$ cat config.mk
export PLATFORM = sky130hd
export DESIGN_NAME = pin_triggered_timer
export DESIGN_NICKNAME = d
export VERILOG_FILES = /design/src/hdl/timer_pkg.sv /design/src/hdl/pin_triggered_timer.sv /design/src/hdl/pin_input_filter.sv
export SDC_FILE = /design/constraint.sdc
export NUM_CORES = 1
export LEC_CHECK = 0
export BUFFER_PORTS_ARGS = -buffer_cell sky130_fd_sc_hd__buf_2
export CORE_UTILIZATION = 51
export DETAILED_ROUTE_END_ITERATION = 16
export PLACE_DENSITY = 0.76
export SLEW_MARGIN = 40
export SYNTH_ARGS = -nofsm -noshare
export SYNTH_HDL_FRONTEND = slang
export SYNTH_HIERARCHICAL = 1
export SYNTH_SLANG_ARGS = --single-unit
$ cat constraint.sdc
create_clock -name ref_clk -period 2.4 [get_ports ref_clk]
set_clock_uncertainty 0.2 [all_clocks]
set_input_delay 0.72 -clock ref_clk [delete_from_list [all_inputs] [get_ports ref_clk]]
set_output_delay 0.72 -clock ref_clk [all_outputs]
set_load 0.05 [all_outputs]
$ cat src/hdl/timer_pkg.sv
// Constants shared by the pin triggered timer and its input filter.
// Assumes a single 20 MHz clock that also serves as the fc reference.
package timer_pkg;

    // ========================================================
    // Clock and filter timing
    // ========================================================
    localparam int CLK_HZ = 20_000_000;
    localparam int FC_HZ = CLK_HZ;
    // Pin pulse widths in fc periods
    localparam int FILT_REJECT_FC = 4;
    localparam int FILT_ACCEPT_FC = 12;
    // Accept after a level has held for this many cycles
    localparam int FILT_REJECT_CYC = (FILT_REJECT_FC * CLK_HZ) / FC_HZ;
    localparam int FILT_ACCEPT_CYC = (FILT_ACCEPT_FC * CLK_HZ) / FC_HZ;
    localparam int FILT_CYCLES = (FILT_REJECT_CYC + FILT_ACCEPT_CYC) / 2;
    localparam logic [3:0] FILT_LAST = 4'(FILT_CYCLES - 1);

    // ========================================================
    // Prescaler
    // ========================================================
    localparam int PRESCALE_W = 11;
    localparam logic [10:0] PRE_DIV11 = 11'h7ff;
    localparam logic [10:0] PRE_DIV7 = 11'h07f;
    localparam logic [10:0] PRE_DIV3 = 11'h007;

    // ========================================================
    // Control field codes
    // ========================================================
    localparam logic [1:0] CLK_DIV11 = 2'h0;
    localparam logic [1:0] CLK_DIV7 = 2'h1;
    localparam logic [1:0] CLK_DIV3 = 2'h2;
    localparam logic [1:0] CLK_EXT = 2'h3;

    localparam logic [1:0] MODE_TIMER = 2'h0;
    localparam logic [1:0] MODE_WINDOW = 2'h1;
    localparam logic [1:0] MODE_PULSE = 2'h2;
    localparam logic [1:0] MODE_PULSEGEN = 2'h3;

    localparam logic [1:0] START_STOP = 2'h0;
    localparam logic [1:0] START_CMD = 2'h1;
    localparam logic [1:0] START_RISE = 2'h2;
    localparam logic [1:0] START_FALL = 2'h3;

    // ========================================================
    // Reset values and single capture hold value
    // ========================================================
    localparam logic [15:0] COUNT_RESET = 16'h0000;
    localparam logic [15:0] COMPARE_RESET = 16'hffff;
    localparam logic [15:0] CAPTURE_RESET = 16'h0000;
    localparam logic [15:0] COUNT_HOLD = 16'h0001;

endpackage : timer_pkg

$ cat src/hdl/pin_triggered_timer.sv
// 16-bit pin triggered timer: trigger timer, event count, window, pulse capture.
// Assumes control inputs come from logic on ref_clk; the pin is asynchronous.
//
// Operation
// - Trigger timer idles until the chosen pin edge, then counts source ticks.
// - Stop option set: compare match clears, halts and raises the interrupt.
// - Stop option set: opposite edge before match clears and halts, no interrupt.
// - After halting, the next trigger edge restarts counting from zero.
// - Stop option clear: match halts and interrupts; other edges ignored meanwhile.
// - Pin pulses of 4 fc or less rejected; 12 fc accepted; filter bypass option.
// - Event counter increments on each chosen pin edge.
// - Event match checked at the opposite edge: interrupt, clear, keep counting.
// - Auto capture copies the counter to register B every source tick, except in pulse mode.
// - Window mode counts source ticks gated by pin level; match interrupts, clears.
// - Pulse mode starts at the trigger edge; capture mode picks single or double.
// - Single capture: opposite edge captures, interrupts, sets the counter to one; waits for trigger.
// - Double capture: capture at both edges; trigger edge also clears, keeps counting.
// - Single capture leaves the counter at one until the first source tick after the next trigger edge.
// - New compare value applies at the first source tick after the upper byte.
// - Stop power mode entry forces the start field to zero and halts.
`timescale 1ns/100ps
`default_nettype none

module pin_triggered_timer (
    input wire logic ref_clk,
    input wire logic rst_n,
    input wire logic timer_input_pin,
    input wire logic filter_off,
    input wire logic [1:0] operating_mode_select,
    input wire logic [1:0] source_clock_select,
    input wire logic trigger_stop_option,
    input wire logic auto_capture_bit,
    input wire logic capture_mode_bit,
    input wire logic start_wr,
    input wire logic [1:0] start_wr_data,
    input wire logic stop_mode_entry,
    input wire logic compare_wr_lo,
    input wire logic compare_wr_hi,
    input wire logic [7:0] compare_wr_data,
    output logic [1:0] start_control_field,
    output logic [15:0] compare_reg_a,
    output logic [15:0] capture_reg_b,
    output logic [15:0] counter_value,
    output logic counting,
    output logic timer_irq
);

    logic pin_level;
    logic pin_rise;
    logic pin_fall;
    logic [10:0] prescale;
    logic src_tick;
    logic [7:0] lo_buf;
    logic [7:0] hi_buf;
    logic load_pending;
    logic trig;
    logic opp;
    logic edge_start;
    logic is_cmd;
    logic is_ext;
    logic is_evt;
    logic is_win;
    logic is_pw;
    logic match;
    logic [15:0] count_inc;

    // ========================================================
    // Pin filter
    // ========================================================
    pin_input_filter u_filter (
        .ref_clk(ref_clk),
        .rst_n(rst_n),
        .pin(timer_input_pin),
        .bypass(filter_off),
        .level(pin_level),
        .rise(pin_rise),
        .fall(pin_fall)
    );

    // ========================================================
    // Mode decode
    // ========================================================
    assign edge_start = start_control_field[1];
    assign trig = (start_control_field == timer_pkg::START_FALL) ? pin_fall : pin_rise;
    assign opp = (start_control_field == timer_pkg::START_FALL) ? pin_rise : pin_fall;
    assign is_cmd = operating_mode_select == timer_pkg::MODE_TIMER
        && start_control_field == timer_pkg::START_CMD;
    assign is_ext = operating_mode_select == timer_pkg::MODE_TIMER && edge_start
        && source_clock_select != timer_pkg::CLK_EXT;
    assign is_evt = operating_mode_select == timer_pkg::MODE_TIMER && edge_start
        && source_clock_select == timer_pkg::CLK_EXT;
    assign is_win = operating_mode_select == timer_pkg::MODE_WINDOW && edge_start;
    assign is_pw = operating_mode_select == timer_pkg::MODE_PULSE && edge_start;
    assign match = counter_value == compare_reg_a;
    assign count_inc = counter_value + 16'h0001;

    // ========================================================
    // Source clock enable
    // ========================================================
    always_ff @(posedge ref_clk) begin
        if (!rst_n) begin
            prescale <= 11'h000;
        end else begin
            prescale <= prescale + 11'h001;
        end
    end

    always_ff @(posedge ref_clk) begin
        if (!rst_n) begin
            src_tick <= 1'b0;
        end else begin
            case (source_clock_select)
                timer_pkg::CLK_DIV11: src_tick <= prescale == timer_pkg::PRE_DIV11;
                timer_pkg::CLK_DIV7: src_tick <= (prescale & timer_pkg::PRE_DIV7)
                    == timer_pkg::PRE_DIV7;
                timer_pkg::CLK_DIV3: src_tick <= (prescale & timer_pkg::PRE_DIV3)
                    == timer_pkg::PRE_DIV3;
                default: src_tick <= 1'b0;
            endcase
        end
    end

    // ========================================================
    // Start control, cleared on stop power mode
    // ========================================================
    always_ff @(posedge ref_clk) begin
        if (!rst_n) begin
            start_control_field <= timer_pkg::START_STOP;
        end else if (stop_mode_entry) begin
            start_control_field <= timer_pkg::START_STOP;
        end else if (start_wr) begin
            start_control_field <= start_wr_data;
        end
    end

    // ========================================================
    // Compare register, two byte shift load
    // ========================================================
    always_ff @(posedge ref_clk) begin
        if (!rst_n) begin
            lo_buf <= timer_pkg::COMPARE_RESET[7:0];
            hi_buf <= timer_pkg::COMPARE_RESET[15:8];
            load_pending <= 1'b0;
            compare_reg_a <= timer_pkg::COMPARE_RESET;
        end else begin
            if (compare_wr_lo) begin
                lo_buf <= compare_wr_data;
            end
            if (compare_wr_hi) begin
                hi_buf <= compare_wr_data;
                load_pending <= 1'b1;
            end else if (load_pending && (src_tick || (is_evt && trig))) begin
                load_pending <= 1'b0;
                compare_reg_a <= {hi_buf, lo_buf};
            end
        end
    end

    // ========================================================
    // Counter, run state and interrupt
    // ========================================================
    always_ff @(posedge ref_clk) begin
        if (!rst_n) begin
            counter_value <= timer_pkg::COUNT_RESET;
            counting <= 1'b0;
            timer_irq <= 1'b0;
        end else begin
            timer_irq <= 1'b0;
            if (start_control_field == timer_pkg::START_STOP || stop_mode_entry) begin
                counter_value <= timer_pkg::COUNT_RESET;
                counting <= 1'b0;
            end else if (is_cmd) begin
                counting <= 1'b1;
                if (src_tick) begin
                    counter_value <= match ? timer_pkg::COUNT_RESET : count_inc;
                    timer_irq <= match;
                end
            end else if (is_ext) begin
                if (!counting) begin
                    if (trig) begin
                        counting <= 1'b1;
                        counter_value <= timer_pkg::COUNT_RESET;
                    end
                end else if (trigger_stop_option && opp) begin
                    counting <= 1'b0;
                    counter_value <= timer_pkg::COUNT_RESET;
                end else if (src_tick) begin
                    if (match) begin
                        counting <= 1'b0;
                        counter_value <= timer_pkg::COUNT_RESET;
                        timer_irq <= 1'b1;
                    end else begin
                        counter_value <= count_inc;
                    end
                end
            end else if (is_evt) begin
                counting <= 1'b1;
                if (trig) begin
                    counter_value <= count_inc;
                end else if (opp && match) begin
                    counter_value <= timer_pkg::COUNT_RESET;
                    timer_irq <= 1'b1;
                end
            end else if (is_win) begin
                counting <= 1'b1;
                if (src_tick && pin_level == !start_control_field[0]) begin
                    counter_value <= match ? timer_pkg::COUNT_RESET : count_inc;
                    timer_irq <= match;
                end
            end else if (is_pw) begin
                if (!counting) begin
                    if (trig) begin
                        counting <= 1'b1;
                    end
                end else if (opp) begin
                    timer_irq <= 1'b1;
                    if (capture_mode_bit) begin
                        counting <= 1'b0;
                        counter_value <= timer_pkg::COUNT_HOLD;
                    end else if (src_tick) begin
                        counter_value <= count_inc;
                    end
                end else if (trig && !capture_mode_bit) begin
                    timer_irq <= 1'b1;
                    counter_value <= timer_pkg::COUNT_RESET;
                end else if (src_tick) begin
                    counter_value <= count_inc;
                end
            end else begin
                counter_value <= timer_pkg::COUNT_RESET;
                counting <= 1'b0;
            end
        end
    end

    // ========================================================
    // Capture register
    // ========================================================
    always_ff @(posedge ref_clk) begin
        if (!rst_n) begin
            capture_reg_b <= timer_pkg::CAPTURE_RESET;
        end else if (is_pw && counting && (opp || (trig && !capture_mode_bit))) begin
            capture_reg_b <= counter_value;
        end else if (auto_capture_bit && !is_pw && (src_tick || (is_evt && trig))) begin
            capture_reg_b <= counter_value;
        end
    end
endmodule : pin_triggered_timer

`default_nettype wire

$ cat src/hdl/pin_input_filter.sv
// Synchroniser and noise filter for the timer input pin.
// Assumes the pin is asynchronous to ref_clk.
`timescale 1ns/100ps
`default_nettype none

module pin_input_filter (
    input wire logic ref_clk,
    input wire logic rst_n,
    input wire logic pin,
    input wire logic bypass,
    output logic level,
    output logic rise,
    output logic fall
);

    logic sync_a;
    logic sync_b;
    logic [3:0] hold_cnt;
    logic accept;

    // ========================================================
    // Two flop synchroniser
    // ========================================================
    always_ff @(posedge ref_clk) begin
        if (!rst_n) begin
            sync_a <= 1'b0;
            sync_b <= 1'b0;
        end else begin
            sync_a <= pin;
            sync_b <= sync_a;
        end
    end

    // ========================================================
    // Level must hold before it is taken
    // ========================================================
    assign accept = (sync_b != level) && (bypass || hold_cnt == timer_pkg::FILT_LAST);

    always_ff @(posedge ref_clk) begin
        if (!rst_n) begin
            hold_cnt <= 4'h0;
        end else if (sync_b == level || accept) begin
            hold_cnt <= 4'h0;
        end else begin
            hold_cnt <= hold_cnt + 4'h1;
        end
    end

    always_ff @(posedge ref_clk) begin
        if (!rst_n) begin
            level <= 1'b0;
            rise <= 1'b0;
            fall <= 1'b0;
        end else begin
            rise <= accept && sync_b;
            fall <= accept && !sync_b;
            if (accept) begin
                level <= sync_b;
            end
        end
    end
endmodule : pin_input_filter

`default_nettype wire

==> results.toml, run 1 <==
[status]
status = "finished with violations"
failing_checks = "negative setup slack"

[sta]
worst_rel_slew_slack = 0.6121
grt_setup_unrepaired = "yes"
finalCriticalPeriod_ns = 2.412
final_min_period_over_clock_period = 1.005
worst_hold_slack_ns = 0.2459
worst_slew_pin_slew_ns = 0.5819
timing.final.setup_violations = 1
worst_slack_ns = -0.01209
finalHoldViolations = 0
total_negative_slack_for_setup_checks_ns = -0.01209
max_clock_freq_ghz = 0.4146
final_max_slew_viol_count = 0

[global_routing]
number_of_antenna_violations_at_the_first_check_in_global_routing = 0
grt_pass1_wl_um = 19530
first_global_vias = 4066
grt-ovfl-total = 0
grt_max_degree = 70
grt_use_total = 0.2745

[clock_network]
cts_tree = "built"
clock_tree.buffer_depth = 2
clock_tree.htree_level_count = 3
clock_latency_ns = 0.37
clock-sinks = 90
clk_pin_slew_ns = 0.10
ctsHoldBuffers = 0
cts_root_buf = "clkbuf_8"
cts_inserted_buffers = 9

[worst_setup_path]
worstSetupEndpointType = "register"
top_delay_family_on_crit_path = "simple AND/OR/NAND/NOR gates"
r2r_end = "compare_reg_a[7]"
path_class = "input port to register"
crit_path_top_delay_cell = "or3b_4"
arrival_ns = 2.42
worst-path-max-fanout = 16
path_buf_inv = 2
rrSetupSlack_ns = 0.06
timing.critical_path.slowest_cell_delay_ns = 0.44
timing.reg2reg.worst_path_depth = 7
timing.critical_path.from_type = "input port"
required_ns = 2.41
crit-reg2reg-launch = "start_control_field[1]"
worstPathCellList = "buf_2 > or3b_4 > a211oi_4 > nor2_4 > or3b_1 > buf_6 > nand2_1 > nand3_1"

[route]
dr_iter_0_viols = 234
drtAntennaViolNets = 0
average_vias_per_placed_instance = 5.744
routed_wire_length_per_instance_um = 16.16
finalWirelength_um = 12040
num_vias = 4279
detailedRoute.firstPassIterationCount = 5
route.detailed.drc = 0

[yosys]
postSynthCellCount = 519
synth_xor_area_frac = 0.05631
cell_variety_after_synth = 62
synthesis.nets = 548
synth_seq_cells = 90
largest_family_of_logic_cells_by_synthesized_area = "simple AND/OR/NAND/NOR gates"
mean_cell_area_of_the_mapped_netlist_um2 = 8.691
synth_adder_area_share = 0.01110
syn_area_um2 = 4511
yosys.area_share.simple = 0.2424
dominantRegCellSynth = "dfxtp_1"
synth.yosys.warnings = 6
synth-async-reset-ratio = 0
synth_edf_count = 0
synth_compound_area_frac = 0.1631
synth.mux.area_fraction = 0.07767
synth_seq_area_share = 0.3994
synth.top_cells.by_area = "dfxtp_1, mux2i_1, nand2_1, xnor2_1, nand3_1"
synth.largest_area_cell = "dfxtp_1"
fraction_of_synthesized_cell_area_taken_by_the_top_area_cell_type = 0.3994

[cells_and_area]
final-instance-count-excl-fill = 745
drive_gt1_frac = 0.3266
leading_cell_type_in_the_layout_fill_and_taps_excluded = "buf_2"
layout_common_cells = "buf_2, nand2_1, dfxtp_1"
nNetsFinal = 664
finalCoreUtilization = 0.6750
syn_to_final_growth_pct = 25.44
post-route-cell-area_um2 = 5658
antenna_cells = 0

[power_and_ir_drop]
power_density_nw_per_um2 = 484.1
leakage_nw = 2.429
vdd_drop_max_mv = 0.3376

[floorplanning]
die_area_um2 = 9225
die_w_um = 96.05
boundaryPins = 77
core_um2 = 8382
floorplan.die.height_um = 96.05
start_util = 0.5381
num_rows = 33

[placed_design]
dp.final_hpwl_um = 8686
placed_cells = 726
placement.io_buffers = 76
dpl_cell_area_um2 = 5350
gpl.final_weighted_congestion = 0.9035

[min_path]
hold_path_end = "u_filter/sync_b"
holdCritPathClass = "register to register"
hold_path_startpoint = "u_filter/sync_a"
number_of_instances_on_the_worst_hold_path = 1

[job]
maxCapViolations = 0
## cell type report
cell class / instances / area, µm²
Tap cell: 105 / 131.4
Sequential cell: 90 / 1839
Fill cell: 701 / 2724
Timing Repair Buffer: 137 / 870.8
Multi-Input combinational cell: 383 / 2565
Inverter: 14 / 52.55
Clock buffer: 9 / 123.9
Clock inverter: 7 / 75.07
## cells in the mapped netlist (3+ instances only)
cell type and count:
a211oi_1 4, nand3b_1 4, a31oi_1 7, o21ai_1 11
clkbuf_1 19, xor2_1 3, a221oi_1 3, o211ai_1 10
a21oi_2 3, nand2_1 70, o32ai_1 4, ha_1 4
and2_1 13, nor2_1 17, o21ai_0 18, buf_6 5
and3_1 11, a21oi_1 24, xnor2_1 26, inv_1 14
mux2i_1 35, or2_2 3, nand3_1 30, o21a_1 3
nor3_1 3, a21boi_0 3, nor4_1 5, nand2b_1 3
buf_2 6, a311oi_1 3, nand4_1 10, nor2b_1 20
dfxtp_1 90
## per-stage QoR
| step | total power [W] | worst slack [ns] |
|---|---|---|
| 2_1_floorplan | 0.001666 | -0.1316 |
| 4_1_cts | 0.002749 | 0.007159 |
| 5_1_grt | 0.002851 | -0.03372 |
| 6_report | 0.002739 | -0.01209 |
| 3_3_place_gp | 0.001731 | -0.2852 |
| 3_5_place_dp | 0.001739 | -0.3774 |
## layer usage
metal,track usage,share of wire
met4,0.09701,0.017
met3,0.05213,0.074
met2,0.4368,0.47
met1,0.3696,0.44
met5,0,0
## registers in the layout, summed over array words and instances (netlist names), 2 cells and up
register,count
lo_buf,8
prescale,11
u_filter/hold_cnt,4
start_control_field,2
hi_buf,8
capture_reg_b,16
compare_reg_a,16
counter_value,16
## worst register-to-register path, cell delays in order, from the launching register on
cell,delay (ns)
dfxtp_4,0.42
or3b_4,0.44
a211oi_4,0.29
nor2_4,0.09
or3b_1,0.38
buf_6,0.17
nand2_1,0.11
nand3_1,0.12
## timing repair
| action | in CTS | in global routing |
|---|---|---|
| pin swaps | 0 | 3 |
| buffers inserted | 0 | 3 |
| resized for setup | 2 | 22 |
| setup endpoints to repair | 2 | 44 |
## worst max path at each step
stage                             start           endpoint  slack [ns]  cells after the start
4_1_cts                counter_value[4]  counter_value[13]       0.007                      8
3_5_place_dp   operating_mode_select[0]  counter_value[13]       -0.38                      7
3_3_place_gp   operating_mode_select[0]   counter_value[7]       -0.29                      8
2_1_floorplan  operating_mode_select[0]  compare_reg_a[10]       -0.13                      8
5_1_grt        operating_mode_select[0]   compare_reg_a[7]       -0.03                      8
6_report       operating_mode_select[0]   compare_reg_a[7]       -0.01                      8
## cell families (layout without fill, tap and decap cells)
group	Yosys count	count (layout)
and+or+nand+nor	205	205
AOI/OAI and AO/OA	110	110
DFF	90	90
buffers and inverters	46	167
muxes	35	35
xor gates and xnor gates	29	29
adders and majority gates	4	4
## power by group
part,internal (W),switching (W),leakage (nW)
clock network,0.000404,0.000623,0.0895
registers,0.00152,0.0000186,0.737
logic,0.0000811,0.0000960,1.60
total,0.00200,0.000738,2.43
Power figures use the tool's default switching activity.
==> inputs of run 2 (changes only) <==
- BUFFER_PORTS_ARGS: -buffer_cell sky130_fd_sc_hd__buf_2 -> unset
- CORE_UTILIZATION: 51 -> 55
- DONT_BUFFER_PORTS: unset -> 1
- PLACE_DENSITY: 0.76 -> 0.73
==> run 2 against run 1 <==
Effect of this change: the run still ends with negative setup slack left; hold slack lost 0.019 ns; core utilization increased by 1.1 points; first-iteration DRC count increased by 24%; combinational power shrank 34%; sequential power hardly changed; sequential share of layout area up 1.7 points; flip-flop and latch count did not move; register-to-register slack worse by 0.06 ns; non-clock buffer count down 62; total power is 2.0% lower; worst setup slack better by 0.0096 ns; clock power barely moved; critical path type is now register to register; critical endpoint is now counter_value[15].
==> results.toml, run 2 (same netlist as run 1, synthesis figures left out) <==
[floorplanning]
num_rows = 32
die_area_um2 = 8567
start_util = 0.5748
floorplan.die.height_um = 92.56
core_um2 = 7848
die_w_um = 92.56
boundaryPins = 77

[sta]
worst_hold_slack_ns = 0.2271
final_max_slew_viol_count = 0
timing.final.setup_violations = 1
worst_rel_slew_slack = 0.6314
max_clock_freq_ghz = 0.4162
final_min_period_over_clock_period = 1.001
worst_slew_pin_slew_ns = 0.5522
worst_slack_ns = -0.002462
finalCriticalPeriod_ns = 2.402
finalHoldViolations = 0

[clock_network]
clock_tree.htree_level_count = 3
clk_pin_slew_ns = 0.11
clock-sinks = 90
cts_root_buf = "clkbuf_8"
cts_inserted_buffers = 9
cts_tree = "built"
clock_latency_ns = 0.37
clock_tree.buffer_depth = 2

[cells_and_area]
layout_common_cells = "buf_4, nand2_1, dfxtp_1"
antenna_cells = 0
multiInputGateArea_um2 = 2581
reg.largest.list = "capture_reg_b: 16 flops, compare_reg_a: 16 flops, counter_value: 16 flops"
area.sequential_um2 = 1839
syn_to_final_growth_pct = 19.33
drive_gt1_frac = 0.2509
finalCoreUtilization = 0.6859
leading_cell_type_in_the_layout_fill_and_taps_excluded = "buf_4"
fillCellCount = 654
nNetsFinal = 602

[placed_design]
dp.final_hpwl_um = 8749
gpl.final_weighted_congestion = 0.9658
placement.io_buffers = 0

[power_and_ir_drop]
leakage_nw = 2.174
intPower_w = 0.001983
power.clock.fraction = 0.386
power_density_nw_per_um2 = 498.8
vdd_drop_max_mv = 0.3790
register_share_of_total_power = 0.571
total_power_w = 0.002685
p_switching_w = 0.0007021
sw_frac_of_total = 0.2615
power.combinational.fraction = 0.043

[min_path]
hold_path_startpoint = "filter_off"
holdCritPathClass = "input port to register"

[worst_setup_path]
crit-reg2reg-launch = "counter_value[2]"
setup.worst_path.start = "counter_value[2]"
timing.critical_path.from_type = "register"
timing.reg2reg.worst_path_depth = 6
r2r_end = "counter_value[15]"
rrSetupSlack_ns = -0.002
worst-path-max-fanout = 9
timing.critical_path.slowest_cell_delay_ns = 0.50
endpoint = "counter_value[15]"
path_class = "register to register"
crit_path_top_delay_cell = "nor4_1"
arrival_ns = 2.47
worstPathCellList = "buf_4 > and3_1 > nand2_1 > nor4_1 > a31oi_1 > a311oi_2"
path_buf_inv = 1
cp_num_cells = 6
top_delay_family_on_crit_path = "simple AND/OR/NAND/NOR gates"
required_ns = 2.47
worstSetupEndpointType = "register"

[job]
maxCapViolations = 0

[status]
status = "finished with violations"
failing_checks = "negative setup slack"

[global_routing]
number_of_antenna_violations_at_the_first_check_in_global_routing = 0
grt_use_total = 0.2841
grt_pass1_wl_um = 19000
grt-ovfl-total = 0
first_global_vias = 3890
grt_max_degree = 71

[route]
detailedRoute.firstPassIterationCount = 5
topRoutingLayerUsed = "met4"
wl_met3_um = 951
route.detailed.drc = 0
drtAntennaViolNets = 0
num_vias = 4068
met2_wirelength_um = 5694
finalWirelength_um = 12050
average_vias_per_placed_instance = 5.982
dr_iter_0_viols = 289
wirelength_met1_um = 5082
routed_wire_length_per_instance_um = 17.72
-- run 2: per-stage QoR --
step / TNS [ns] / instance area (µm²) / worst slack [ns] / instances
CTS: 0 / 5264 / 0.03406 / 674
finish: -0.002462 / 5383 / -0.002462 / 680
global route: -0.03245 / 5383 / -0.03002 / 680
detailed placement: -6.449 / 5049 / -0.2236 / 658
global placement: -4.886 / 5049 / -0.1553 / 658
floorplan: -1.600 / 4553 / -0.1316 / 519
-- run 2: worst min path at each step --
stage                           end  slack (ns)  cells after the start
2_1_floorplan       u_filter/sync_b        0.21                      1
3_3_place_gp        u_filter/sync_b        0.22                      1
3_5_place_dp        u_filter/sync_b        0.23                      1
4_1_cts                   lo_buf[3]        0.20                      1
5_1_grt                   hi_buf[7]        0.20                      1
6_report       u_filter/hold_cnt[2]        0.23                      1
-- run 2: power groups by stage --
stage | Sequential, W | Combinational, W | Clock, W
floorplan | 0.00157 | 0.0000995 | 0
global placement | 0.00157 | 0.000105 | 0
detailed placement | 0.00157 | 0.000108 | 0
CTS | 0.00153 | 0.000109 | 0.00105
global route | 0.00154 | 0.000127 | 0.00110
finish | 0.00153 | 0.000116 | 0.00104
-- run 2: routing by layer --
metal	GRT usage	vias up
met4	0.1224	0
met1	0.3677	1899
li1	-	1955
met2	0.4549	180
met5	0	-
met3	0.06158	34
-- run 2: timing repair --
item                                    in CTS  in global routing
resized for setup                            2                 21
cloned                                       0                  0
hold buffers                                 0                  0
buffers inserted                             0                  6
endpoints found under the setup margin       2                 35
pin swaps                                    0                  7
-- run 2: area by class of cell --
class / instances / share of cell area
clock buffers: 9 / 0.02301
repair buffers: 75 / 0.1088
multi-input cells: 383 / 0.4795
clock inverters: 7 / 0.01348
well taps: 102 / 0.02371
flip-flops and latches: 90 / 0.3417
inverters: 14 / 0.009763
==> inputs of run 3 (changes only) <==
- PLACE_DENSITY: 0.73 -> 0.77
- RECOVER_POWER: unset -> 25
==> run 3 against run 2 <==
Effect of this change: critical path depth is 1 higher; critical path type unchanged; cell count is 0.88% lower; sequential share of layout area is 0.97 points higher; the flow now finishes without violations; count of clock-buffer cells in the layout stayed put; core utilization is 1.8 points lower.
==> results.toml, run 3 (same netlist as run 1, synthesis figures left out) <==
[status]
status = "complete, no violations"

[worst_setup_path]
path_class = "register to register"
path_buf_inv = 1
setup.worst_path.start = "counter_value[4]"
arrival_ns = 2.37
timing.critical_path.from_type = "register"
r2r_end = "counter_value[13]"
required_ns = 2.45
crit_path_top_delay_cell = "nor4_4"
crit-reg2reg-launch = "counter_value[4]"
worst-path-max-fanout = 11
timing.reg2reg.worst_path_depth = 7
rrSetupSlack_ns = 0.08
top_delay_family_on_crit_path = "simple AND/OR/NAND/NOR gates"
worstPathCellList = "xnor2_1 > nand4_1 > nor4_4 > buf_4 > o221ai_2 > o21ai_1 > a311oi_1"
timing.critical_path.slowest_cell_delay_ns = 0.41
worstSetupEndpointType = "register"

[cells_and_area]
final-instance-count-excl-fill = 674
drive_gt1_frac = 0.2259
reg.largest.list = "capture_reg_b: 16 flops, compare_reg_a: 16 flops, counter_value: 16 flops"
finalCoreUtilization = 0.6679
nNetsFinal = 595
leading_cell_type_in_the_layout_fill_and_taps_excluded = "nand2_1"
syn_to_final_growth_pct = 16.20
layout_common_cells = "nand2_1, dfxtp_1, buf_4"

[job]
maxCapViolations = 0

[clock_network]
cts_tree = "built"
clock_tree.buffer_depth = 2
clock_tree.htree_level_count = 3
cts_inserted_buffers = 9
clock-sinks = 90
clk_pin_slew_ns = 0.11
cts_root_buf = "clkbuf_8"
clock_latency_ns = 0.37

[power_and_ir_drop]
register_share_of_total_power = 0.574
power.clock.fraction = 0.386
total_power_w = 0.002670
intPower_w = 0.001974
power_density_nw_per_um2 = 509.5
p_switching_w = 0.0006960
power.combinational.fraction = 0.040
vdd_drop_max_mv = 0.3675
sw_frac_of_total = 0.2606
leakage_nw = 2.103

[floorplanning]
num_rows = 32
die_w_um = 92.56
start_util = 0.5748
core_um2 = 7848
die_area_um2 = 8567
floorplan.die.height_um = 92.56
boundaryPins = 77

[min_path]
hold_path_end = "u_filter/hold_cnt[2]"
hold_path_startpoint = "filter_off"
number_of_instances_on_the_worst_hold_path = 1
holdCritPathClass = "input port to register"

[sta]
final_min_period_over_clock_period = 0.9661
worst_slew_pin_slew_ns = 0.6819
finalCriticalPeriod_ns = 2.319
max_clock_freq_ghz = 0.4313
timing.final.setup_violations = 0
finalHoldViolations = 0
final_max_slew_viol_count = 0
grt_setup_unrepaired = "yes"
total_negative_slack_for_setup_checks_ns = 0
worst_rel_slew_slack = 0.5454
worst_slack_ns = 0.08144

[placed_design]
placement.io_buffers = 0
gpl.final_weighted_congestion = 0.9453
dp_worst_setup_slack_ns = -0.1732
dp.final_hpwl_um = 8538
placed_cells = 656

[route]
dr_iter_0_viols = 366
num_vias = 4043
route.detailed.drc = 0
average_vias_per_placed_instance = 5.999
finalWirelength_um = 11690
detailedRoute.firstPassIterationCount = 6
drtAntennaViolNets = 0
routed_wire_length_per_instance_um = 17.35

[global_routing]
grt_pass1_wl_um = 18670
grt_max_degree = 71
first_global_vias = 3818
number_of_antenna_violations_at_the_first_check_in_global_routing = 1
grt-ovfl-total = 0
grt_use_total = 0.2775
## run 3: changes by cell type in the layout (fill, tap and decap cells not counted), moves of 2 or more
cell,before,now
a21oi_2,1,3
buf_4,72,66
a211oi_1,2,4
and2_0,0,2
o21ai_0,15,18
o21ai_1,12,10
and2_1,13,11
a211oi_2,2,0
a21oi_4,3,0
## run 3: worst max-delay path by stage
stage	depth (start not counted)	to	slack, ns
final	7	counter_value[13]	0.08
after global routing	7	counter_value[3]	-0.03
after CTS	7	counter_value[14]	0.03
after detailed placement	6	counter_value[13]	-0.17
after global placement	7	compare_reg_a[12]	-0.12
after floorplan	8	compare_reg_a[10]	-0.13
## run 3: power groups by stage
stage | clock network, W | registers, W | logic [W]
final | 0.00103 | 0.00153 | 0.000106
after global routing | 0.00110 | 0.00154 | 0.000116
after CTS | 0.00104 | 0.00154 | 0.000105
after detailed placement | 0 | 0.00157 | 0.000105
after global placement | 0 | 0.00157 | 0.000101
after floorplan | 0 | 0.00157 | 0.0000995
## run 3: what timing repair did
item,in CTS,in global routing
gates resized for setup,0,8
setup buffers,0,1
hold buffers,0,0
setup endpoints to repair,0,37
## run 3: final cells by class
class | instances | area [µm²]
fill | 654 | 2606
clock buffer | 9 | 123.9
tap | 102 | 127.6
clock inverter | 7 | 71.32
antenna | 1 | 2.502
multi-input combinational | 383 | 2502
timing repair buffer | 68 | 519.2
inverter | 14 | 52.55
sequential | 90 | 1842
## run 3: stage by stage
stage	instance area, µm²	hold WS (ns)
CTS	5216	0.2170
finish	5241	0.2254
global placement	5021	0.2176
floorplan	4553	0.2118
detailed placement	5021	0.2298
global route	5241	0.2062
## run 3: routing by layer
layer | global-route usage | wire length [µm] | vias to the layer above
met5 | 0 | 0 | -
met4 | 0.08464 | 194 | 0
met3 | 0.06486 | 997 | 24
met2 | 0.4574 | 5495 | 179
met1 | 0.3592 | 5004 | 1900
li1 | - | - | 1940
